$ cat src/verilog/ips_pkg.sv
`default_nettype none
package ips_pkg;

  // Oscillator periods per instruction cycle
  localparam int unsigned PHASE_COUNT = 4;

  // Program side
  localparam int unsigned PC_W        = 13;
  localparam int unsigned IMPL_ADDR_W = 12;
  localparam int unsigned WORD_W      = 14;

  // Data side
  localparam int unsigned DATA_W      = 8;
  localparam int unsigned DADDR_W     = 7;

  // Vectors and values after reset
  localparam logic [PC_W-1:0]   RESET_VECTOR = 13'h0000;
  localparam logic [PC_W-1:0]   IRQ_VECTOR   = 13'h0004;
  localparam logic [WORD_W-1:0] IR_RESET     = 14'h0000;
  localparam logic [DATA_W-1:0] DATA_RESET   = 8'h00;

  typedef enum logic [1:0] {
    phase_first,
    phase_second,
    phase_third,
    phase_fourth
  } ips_phase_t;

endpackage : ips_pkg
`default_nettype wire

$ cat src/verilog/ips_sequencer.sv
// Overview of operation
// [RQ1] Oscillator divided into four rotating phases
// [RQ2] Program counter increments in first phase
// [RQ3] Program word latched in fourth phase
// [RQ4] Instruction held through execute phases two-four
// [RQ5] Data read phase two, write phase four
// [RQ6] Fetch overlaps execute, one per cycle
// [RQ7] Branches flush fetched word, take two cycles
// [RQ8] Program counter is thirteen bits wide
// [RQ9] Addresses above 0FFF wrap onto implemented range
// [RQ10] Reset vector zero, interrupt vector four
// [RQ11] Reset restarts phases, pipeline empty
`timescale 1ns/1ps
`default_nettype none
module ips_sequencer (
  // Clock and reset
  input  wire logic                            ref_clk_in,
  input  wire logic                            reset_in,
  // Phase state
  output logic [3:0]                           phase_out,
  // Program memory
  output logic [ips_pkg::IMPL_ADDR_W-1:0]      prog_addr_out,
  output logic                                 prog_rd_out,
  input  wire logic [ips_pkg::WORD_W-1:0]      prog_word_in,
  // Execute unit
  output logic [ips_pkg::WORD_W-1:0]           instr_out,
  output logic                                 instr_valid_out,
  output logic [ips_pkg::PC_W-1:0]             program_counter_out,
  input  wire logic                            branch_req_in,
  input  wire logic [ips_pkg::PC_W-1:0]        branch_target_in,
  input  wire logic                            wr_req_in,
  input  wire logic [ips_pkg::DATA_W-1:0]      wr_data_in,
  output logic [ips_pkg::DATA_W-1:0]           operand_out,
  // Interrupt and redirect flush
  input  wire logic                            irq_in,
  output logic                                 irq_ack_out,
  output logic                                 flush_out,
  // Data memory
  output logic [ips_pkg::DADDR_W-1:0]          data_addr_out,
  output logic                                 data_rd_out,
  input  wire logic [ips_pkg::DATA_W-1:0]      data_rd_data_in,
  output logic                                 data_wr_out,
  output logic [ips_pkg::DATA_W-1:0]           data_wr_data_out
);
  import ips_pkg::*;

  ips_phase_t          phase;
  logic [3:0]          phase_onehot;
  logic [PC_W-1:0]     pc;

  // Phase decode
  wire in_first  = (phase == phase_first);
  wire in_second = (phase == phase_second);
  wire in_third  = (phase == phase_third);
  wire in_fourth = (phase == phase_fourth);

  // Interrupt beats a branch; the stack that saves the return is elsewhere
  wire take_irq    = in_fourth && irq_in;
  wire take_branch = in_fourth && instr_valid_out && branch_req_in && !irq_in;
  wire redirect    = take_irq || take_branch;

  wire [PC_W-1:0] next_pc =
      take_irq    ? IRQ_VECTOR :                                      // [RQ10]
      take_branch ? branch_target_in :                                // [RQ7]
      in_first    ? PC_W'(pc + 13'd1) :                               // [RQ2] [RQ8]
                    pc;

  // Upper address bit dropped so high fetches alias the low 4K
  wire [IMPL_ADDR_W-1:0] fetch_addr = pc[IMPL_ADDR_W-1:0];            // [RQ9]

  wire next_data_rd = in_first && instr_valid_out;                    // [RQ5]
  wire next_data_wr = in_third && instr_valid_out && wr_req_in;       // [RQ5]

  ips_phase_gen u_phase (
    .ref_clk_in       (ref_clk_in),
    .reset_in         (reset_in),
    .phase_out        (phase),
    .phase_onehot_out (phase_onehot)
  );                                                                  // [RQ1]

  assign phase_out           = phase_onehot;
  assign program_counter_out = pc;

  // Program counter and fetch address
  always_ff @(posedge ref_clk_in) begin
    if (reset_in) begin
      pc            <= RESET_VECTOR;                                  // [RQ10]
      prog_addr_out <= RESET_VECTOR[IMPL_ADDR_W-1:0];
      prog_rd_out   <= 1'b0;
    end else begin
      pc <= next_pc;
      if (in_first) begin
        prog_addr_out <= fetch_addr;                                  // [RQ9]
      end
      prog_rd_out <= in_first;
    end
  end

  // Instruction register; a redirect voids the word in flight
  always_ff @(posedge ref_clk_in) begin
    if (reset_in) begin
      instr_out       <= IR_RESET;
      instr_valid_out <= 1'b0;                                        // [RQ11]
    end else if (in_fourth) begin
      instr_out       <= prog_word_in;                                // [RQ3] [RQ6]
      instr_valid_out <= !redirect;                                   // [RQ7]
    end
  end

  // Event pulses
  always_ff @(posedge ref_clk_in) begin
    if (reset_in) begin
      irq_ack_out <= 1'b0;
      flush_out   <= 1'b0;
    end else begin
      irq_ack_out <= take_irq;
      flush_out   <= redirect;
    end
  end

  // Data memory strobes, operand address from the low opcode bits
  always_ff @(posedge ref_clk_in) begin
    if (reset_in) begin
      data_addr_out    <= '0;
      data_rd_out      <= 1'b0;
      data_wr_out      <= 1'b0;
      data_wr_data_out <= DATA_RESET;
      operand_out      <= DATA_RESET;
    end else begin
      if (in_first) begin
        data_addr_out <= instr_out[DADDR_W-1:0];                      // [RQ4]
      end
      data_rd_out <= next_data_rd;
      data_wr_out <= next_data_wr;
      if (in_third) begin
        data_wr_data_out <= wr_data_in;
      end
      if (data_rd_out) begin
        operand_out <= data_rd_data_in;                               // [RQ5]
      end
    end
  end
endmodule : ips_sequencer
`default_nettype wire

$ cat src/verilog/ips_phase_gen.sv
`timescale 1ns/1ps
`default_nettype none
module ips_phase_gen (
  // Clock and reset
  input  wire logic               ref_clk_in,
  input  wire logic               reset_in,
  // Phase state
  output ips_pkg::ips_phase_t     phase_out,
  output logic [3:0]              phase_onehot_out
);
  import ips_pkg::*;

  ips_phase_t next_phase;

  assign next_phase = (phase_out == phase_fourth) ? phase_first
                                                  : ips_phase_t'(phase_out + 2'd1);

  always_ff @(posedge ref_clk_in) begin
    if (reset_in) begin
      phase_out        <= phase_first;
      phase_onehot_out <= 4'h1;
    end else begin
      phase_out        <= next_phase;
      phase_onehot_out <= {phase_onehot_out[2:0], phase_onehot_out[3]};
    end
  end

endmodule : ips_phase_gen
`default_nettype wire

$ cat config.mk
export PLATFORM = sky130hd
export DESIGN_NAME = ips_sequencer
export DESIGN_NICKNAME = d
export VERILOG_FILES = /design/src/verilog/ips_pkg.sv /design/src/verilog/ips_sequencer.sv /design/src/verilog/ips_phase_gen.sv
export SDC_FILE = /design/constraint.sdc
export NUM_CORES = 1
export LEC_CHECK = 0
export ABC_AREA = 1
export BUFFER_PORTS_ARGS = -buffer_cell sky130_fd_sc_hd__buf_2
export CELL_PAD_IN_SITES_DETAIL_PLACEMENT = 0
export CELL_PAD_IN_SITES_GLOBAL_PLACEMENT = 1
export CORE_MARGIN = 10
export CORE_UTILIZATION = 25
export DETAILED_ROUTE_END_ITERATION = 10
export GPL_ROUTABILITY_DRIVEN = 0
export HOLD_SLACK_MARGIN = 0.12
export PLACE_DENSITY_LB_ADDON = 0.1
export SLEW_MARGIN = 5
export SYNTH_ARGS = -nofsm -noshare
export SYNTH_HDL_FRONTEND = slang
export SYNTH_SLANG_ARGS = --single-unit
$ cat constraint.sdc
create_clock -name ref_clk_in -period 1.56 [get_ports ref_clk_in]
set_input_delay 0.39 -clock ref_clk_in [delete_from_list [all_inputs] [get_ports ref_clk_in]]
set_output_delay 0.39 -clock ref_clk_in [all_outputs]
set_load 0.01 [all_outputs]
==> results of run 1 <==
==> worst paths after layout <==
path                                                from                                endpoint  slack, ns
setup / recovery         u_phase.phase_out[0]$_SDFF_PP0_     program_counter_out[2]$_SDFFE_PP0P_       0.15
hold / removal                             wr_data_in[4]        data_wr_data_out[4]$_SDFFE_PP0N_       0.28
setup reg to reg         u_phase.phase_out[0]$_SDFF_PP0_     program_counter_out[2]$_SDFFE_PP0P_       0.15
hold reg to reg   u_phase.phase_onehot_out[1]$_SDFF_PP0_  u_phase.phase_onehot_out[2]$_SDFF_PP0_       0.42
==> layer usage <==
layer  vias up  part of all wire (%)  wire, um  GRT usage (%)
met5         -                     0         0              0
met4         0                   1.2       119          3.775
met3         9                   8.9       883          5.335
met2        94                    43      4287          18.55
met1      1314                    47      4601          15.43
li1       1525                     -         -              -
==> cell usage in the layout, fill, tap and decap left out, drive strengths merged <==
cell type  Yosys  final
a21oi         17     17
a31oi          3      3
buf            6    141
bufinv         0      2
clkbuf        11     11
clkinv         0      2
clkinvlp       0      1
dfxtp         74     74
ha             4      4
inv           36     36
nand2         50     50
nand3         22     22
nand4          7      7
nor2          97     97
nor3           2      2
o211ai         3      3
o21ai         54     54
or2            1      1
xor2           1      1
==> worst register-to-register path: stages (launching register included) <==
cell and delay (ns):
dfxtp_1 0.35, inv_1 0.07, ha_1 0.23, buf_4 0.21, nand2_1 0.09, xor2_1 0.15
nand2_1 0.08, o211ai_2 0.06, o21ai_1 0.07
==> synthesized netlist by cell type (all sizes together) <==
library cell / count / area, sq um
nor2: 97 / 371.6
dfxtp: 74 / 1481
o21ai: 54 / 270.3
nand2: 50 / 197.7
inv: 36 / 135.1
nand3: 22 / 115.1
a21oi: 17 / 88.84
clkbuf: 11 / 41.29
nand4: 7 / 43.79
buf: 6 / 47.54
ha: 4 / 50.05
a31oi: 3 / 18.77
o211ai: 3 / 27.52
nor3: 2 / 10.01
or2: 1 / 6.260
xor2: 1 / 8.760
==> area by class of cell <==
cell class	instances	share of cell area (%)
well taps	143	4.356
clock inverters	5	1.889
flip-flops and latches	74	36.06
clock buffers	11	5.909
inverters	36	3.351
repair buffers	141	18.82
multi-input cells	261	29.61
==> metrics by stage <==
stage / setup WS, ns / utilization [%] / cell area [sq um]
5_1_grt: 0.02977 / 35.97 / 4108
2_1_floorplan: 0.1748 / - / 2914
4_1_cts: 0.06628 / 35.91 / 4100
3_3_place_gp: 0.1099 / 33.08 / 3777
6_report: 0.1455 / 35.97 / 4108
3_5_place_dp: 0.006089 / 33.08 / 3777
==> flip-flops by register name (all words and copies together), names as in the netlist <==
signal,flops
prog_rd_out,1
prog_addr_out,12
irq_ack_out,1
flush_out,1
data_wr_out,1
data_addr_out,7
data_wr_data_out,8
instr_out,14
u_phase.phase_out,2
instr_valid_out,1
operand_out,8
data_rd_out,1
u_phase.phase_onehot_out,4
program_counter_out,13
==> where the power goes <==
part | leakage, nW | total [W] | switching [W] | internal (W)
clock network | 0.156 | 0.00222 | 0.000786 | 0.00144
registers | 0.604 | 0.00211 | 0.0000724 | 0.00204
logic | 1.31 | 0.000736 | 0.000444 | 0.000291
==> repair_timing <==
item,4_1_cts,5_1_grt
hold buffers,0,0
hold endpoints to repair,0,0
endpoints found under the setup margin,2,11
gates resized for setup,1,4
==> cell families (layout without fill, tap and decap cells) <==
kind of cell	after synthesis	count (layout)	synth area share (%)
flip-flops	74	74	50.84
AO/OA/AOI/OAI	77	77	13.91
adder cells (fa/ha/maj)	4	4	1.718
AND/OR/NAND/NOR	179	179	25.55
XOR/XNOR	1	1	0.3006
buffers and inverters	53	193	7.686
==> impl_metrics.py, run 1 <==
metrics = {
    "synthesis": {
        "ys_ff_latch": 74,
        "synth_area_sq_um": 2914,
        "ys_seq_area_share_pct": 50.84,
        "yosys_warnings": 0,
        "syn_area_per_cell_sq_um": 7.510,
        "synth_nets": 440,
        "postSynthCellCount": 388,
        "synth_cell_types": 26,
    },
    "timing": {
        "fmax_mhz": 707.0,
        "period_share_pct": 90.67,
        "fin_crit_ns": 1.415,
        "fin_worst_skew_ns": 0.003496,
        "setup_viol": 0,
        "timing.hold.ws_ns": 0.2784,
        "finalSetupTns_ns": 0,
        "rsz0062_at_grt": "no",
        "hold_viol": 0,
        "relSlewSlack_pct": 79.88,
        "slew_viol_final": 0,
        "max_slew.worst_pin.slew_ns": 0.3014,
    },
    "drt": {
        "first_pass_iters": 4,
        "vias_per_cell": 4.385,
        "postRouteAntennaNets": 0,
        "vias": 2942,
        "drcViolationCount": 0,
        "wl_um": 9891,
        "initialDrtViolationCount": 134,
        "wl_per_cell_um": 14.74,
    },
    "layout": {
        "antenna_cells": 0,
        "regArea_sq_um": 1481,
        "multi_input_area_sq_um": 1216,
        "syn_to_final_growth_pct": 40.96,
        "drive_gt1_share_pct": 31.82,
        "fill_cells": 1309,
        "stdcell_count": 671,
        "final_nets": 575,
    },
    "setup_path": {
        "critical_path.startpoint_type": "register",
        "cp_common_cell": "nand2_1",
        "cp_top_family": "flip-flops",
        "slowest_delay_ns": 0.35,
        "endpoint_kind": "register",
        "crit_buf_inv": 2,
        "crit_path_cell_trace": "inv_1 -> ha_1 -> buf_4 -> nand2_1 -> xor2_1 -> nand2_1 -> o211ai_2 -> o21ai_1",
        "worst_path_max_delay_cell": "dfxtp_1",
        "cp.arrival_ns": 1.64,
        "cp.required_ns": 1.78,
        "path_max_fanout": 15,
        "critPathKind": "reg2reg",
        "cp.depth": 8,
        "worst_r2r_path_depth": 8,
    },
    "clocking": {
        "cts-root-buf": "clkbuf_16",
        "clk_latency_ns": 0.33,
        "cts_sinks": 74,
        "h-tree-depth": 3,
        "clk_pin_slew_ns": 0.06,
        "cts_tree": "built",
        "cts_made_buffers": 9,
        "cts_setup_buffers": 0,
        "cts_buffer_depth": 2,
    },
    "global_routing": {
        "grt_pass1_vias": 3038,
        "grt_pass1_wl_um": 16150,
        "antenna_found_initial": 0,
        "overflow": 0,
        "track_usage_pct": 12.29,
        "grt_max_degree": 50,
    },
    "pwr": {
        "peakVddDrop_v": 0.0005935,
        "p_total_w": 0.005068,
        "p_leak_nw": 2.069,
        "power_density_nw_per_um2": 1234,
    },
    "floorplan": {
        "placeableCoreArea_sq_um": 11420,
        "start_util_pct": 25.52,
        "row_count": 39,
        "die_area_sq_um": 16380,
        "fp.dieW_um": 128.0,
        "dieHeight_um": 128.0,
        "top_level_ports": 120,
    },
    "place": {
        "place_inst": 655,
        "hpwl_um": 7529,
        "portBuffers": 119,
    },
    "hold_path": {
        "hold_path.class": "in2reg",
        "hold-path-cell-count": 3,
    },
    "flow_run": {
        "cap_violations": 0,
    },
    "outcome": {
        "status": "completed",
    },
}
Power figures use the tool's default switching activity.
==> run 2: changes to the inputs <==
Settings changed: PLACE_DENSITY set to 0.72, PLACE_DENSITY_LB_ADDON 0.1 to unset.
==> run 2 against run 1 <==
Effect of this change: combinational power is 1% higher; fmax down 1.6%; clock-buffer cell count did not move; flip-flop and latch count is the same; non-clock buffer count down 3; register-to-register slack barely moved.
==> impl_metrics.py, run 2 (synthesis results as in run 1) <==
metrics = {
    "floorplan": {
        "dieHeight_um": 128.0,
        "placeableCoreArea_sq_um": 11420,
        "die_area_sq_um": 16380,
        "start_util_pct": 25.52,
        "fp.dieW_um": 128.0,
        "row_count": 39,
        "top_level_ports": 120,
    },
    "drt": {
        "postRouteAntennaNets": 0,
        "first_pass_iters": 4,
        "vias": 2965,
        "drcViolationCount": 0,
        "vias_per_cell": 4.439,
        "wl_um": 9504,
        "wl_per_cell_um": 14.23,
        "initialDrtViolationCount": 168,
    },
    "timing": {
        "fin_crit_ns": 1.438,
        "fin_worst_skew_ns": 0.005111,
        "period_share_pct": 92.16,
        "relSlewSlack_pct": 75.96,
        "setup_ws_ns": 0.1223,
        "fmax_mhz": 695.5,
        "setup_viol": 0,
        "max_slew.worst_pin.slew_ns": 0.3578,
        "slew_viol_final": 0,
        "hold_viol": 0,
        "rsz0062_at_grt": "no",
        "finalSetupTns_ns": 0,
    },
    "setup_path": {
        "r2r_slack_ns": 0.15,
        "endpoint_kind": "output pin",
        "slowest_delay_ns": 0.51,
        "cp_top_family": "flip-flops",
        "cp.arrival_ns": 1.05,
        "crit_buf_inv": 1,
        "crit_path_cell_trace": "buf_2",
        "worst_r2r_path_depth": 8,
        "worst_path_max_delay_cell": "dfxtp_1",
        "path_max_fanout": 10,
        "cp.required_ns": 1.17,
        "cp.depth": 1,
        "critical_path.startpoint_type": "register",
        "critPathKind": "reg2out",
    },
    "global_routing": {
        "grt_max_degree": 50,
        "grt_pass1_wl_um": 15180,
        "grt_pass1_vias": 2961,
        "overflow": 0,
        "antenna_found_initial": 0,
        "track_usage_pct": 11.63,
    },
    "place": {
        "portBuffers": 119,
        "hpwl_um": 7311,
        "place_ws_ns": 0.06324,
    },
    "outcome": {
        "status": "completed",
    },
    "flow_run": {
        "cap_violations": 0,
    },
    "layout": {
        "fill_cells": 1267,
        "syn_to_final_growth_pct": 40.96,
        "antenna_cells": 0,
        "mostFrequentLayoutCell": "buf_2",
        "final_nets": 572,
        "most-common-layout-cells": "119 x buf_2, 93 x nor2_1, 74 x dfxtp_1",
        "top_register": "instr_out",
        "largest_reg_flops": 14,
        "drive_gt1_share_pct": 32.00,
    },
    "hold_path": {
        "hold_path.class": "in2reg",
        "hold-path-cell-count": 3,
    },
    "clocking": {
        "cts_setup_buffers": 0,
        "cts_made_buffers": 9,
        "cts-root-buf": "clkbuf_16",
        "clk_pin_slew_ns": 0.06,
        "clk_latency_ns": 0.33,
        "cts_buffer_depth": 2,
        "h-tree-depth": 3,
        "cts_sinks": 74,
        "cts_tree": "built",
    },
    "pwr": {
        "peakVddDrop_v": 0.0005374,
        "p_switching_w": 0.001301,
        "p_leak_nw": 2.059,
        "seqPwrFrac_pct": 41.4,
        "pwr-share-clk_pct": 43.9,
        "power_density_nw_per_um2": 1235,
        "switching_share_pct": 25.64,
        "p_int_w": 0.003774,
        "power_frac_comb_pct": 14.7,
    },
}
[run 2: cell count changes in the layout (fill, tap and decap cells not counted), sizes merged]
cell and change:
buf -3
[run 2: per-layer routing]
metal  part of all wire [%]  vias to the layer above  wire length, um  global-route usage (%)
met1                     42                     1346             3969                   13.31
met5                      0                        -                0                       0
met3                    6.7                       12              637                   3.846
met2                     50                       82             4745                   19.42
met4                    1.6                        0              152                   4.901
li1                       -                     1525                -                       -
[run 2: power groups by stage]
stage	registers (W)	logic (W)	clock network, W
after floorplan	0.00222	0.000305	0
after global placement	0.00214	0.000753	0
after detailed placement	0.00215	0.000760	0
after CTS	0.00210	0.000764	0.00231
after global routing	0.00212	0.000839	0.00241
final	0.00210	0.000746	0.00223
[run 2: metrics by stage]
step	utilization (%)	hold WS, ns	power, W	cell area [sq um]	cells
floorplan	-	0.4173	0.002521	2914	388
global route	35.97	0.2715	0.005370	4108	668
finish	35.97	0.2797	0.005075	4108	668
detailed placement	32.99	0.4144	0.002905	3767	652
CTS	35.80	0.2680	0.005178	4088	668
global placement	32.99	0.4094	0.002892	3767	652
[run 2: path summary, 6_finish.rpt]
check                                         startpoint                                     end
setup reg to reg         u_phase.phase_out[0]$_SDFF_PP0_     program_counter_out[2]$_SDFFE_PP0P_
hold / removal                             wr_data_in[7]        data_wr_data_out[7]$_SDFFE_PP0N_
hold reg to reg   u_phase.phase_onehot_out[2]$_SDFF_PP0_  u_phase.phase_onehot_out[3]$_SDFF_PP0_
setup / recovery                  data_rd_out$_SDFF_PP0_                             data_rd_out
[run 2: area by class of cell]
| class | count | area (sq um) | area share [%] |
|---|---|---|---|
| clock buffer | 11 | 242.7 | 5.909 |
| tap | 143 | 178.9 | 4.356 |
| sequential | 74 | 1481 | 36.06 |
| inverter | 36 | 137.6 | 3.351 |
| clock inverter | 5 | 77.57 | 1.889 |
| timing repair buffer | 138 | 763.2 | 18.58 |
| multi-input combinational | 261 | 1226 | 29.85 |
[run 2: worst register-to-register path: cells and delay by family (launching register included)]
family | cells | cell delay (ns)
buf+inv | 2 | 0.25
simple gates | 2 | 0.16
compound gates | 2 | 0.13
xor+xnor | 1 | 0.16
fa+ha+maj | 1 | 0.26
flops | 1 | 0.35
[run 2: what timing repair did]
action | in CTS | in global routing
hold buffers | 0 | 0
setup endpoints to repair | 0 | 11
gates resized for setup | 0 | 8
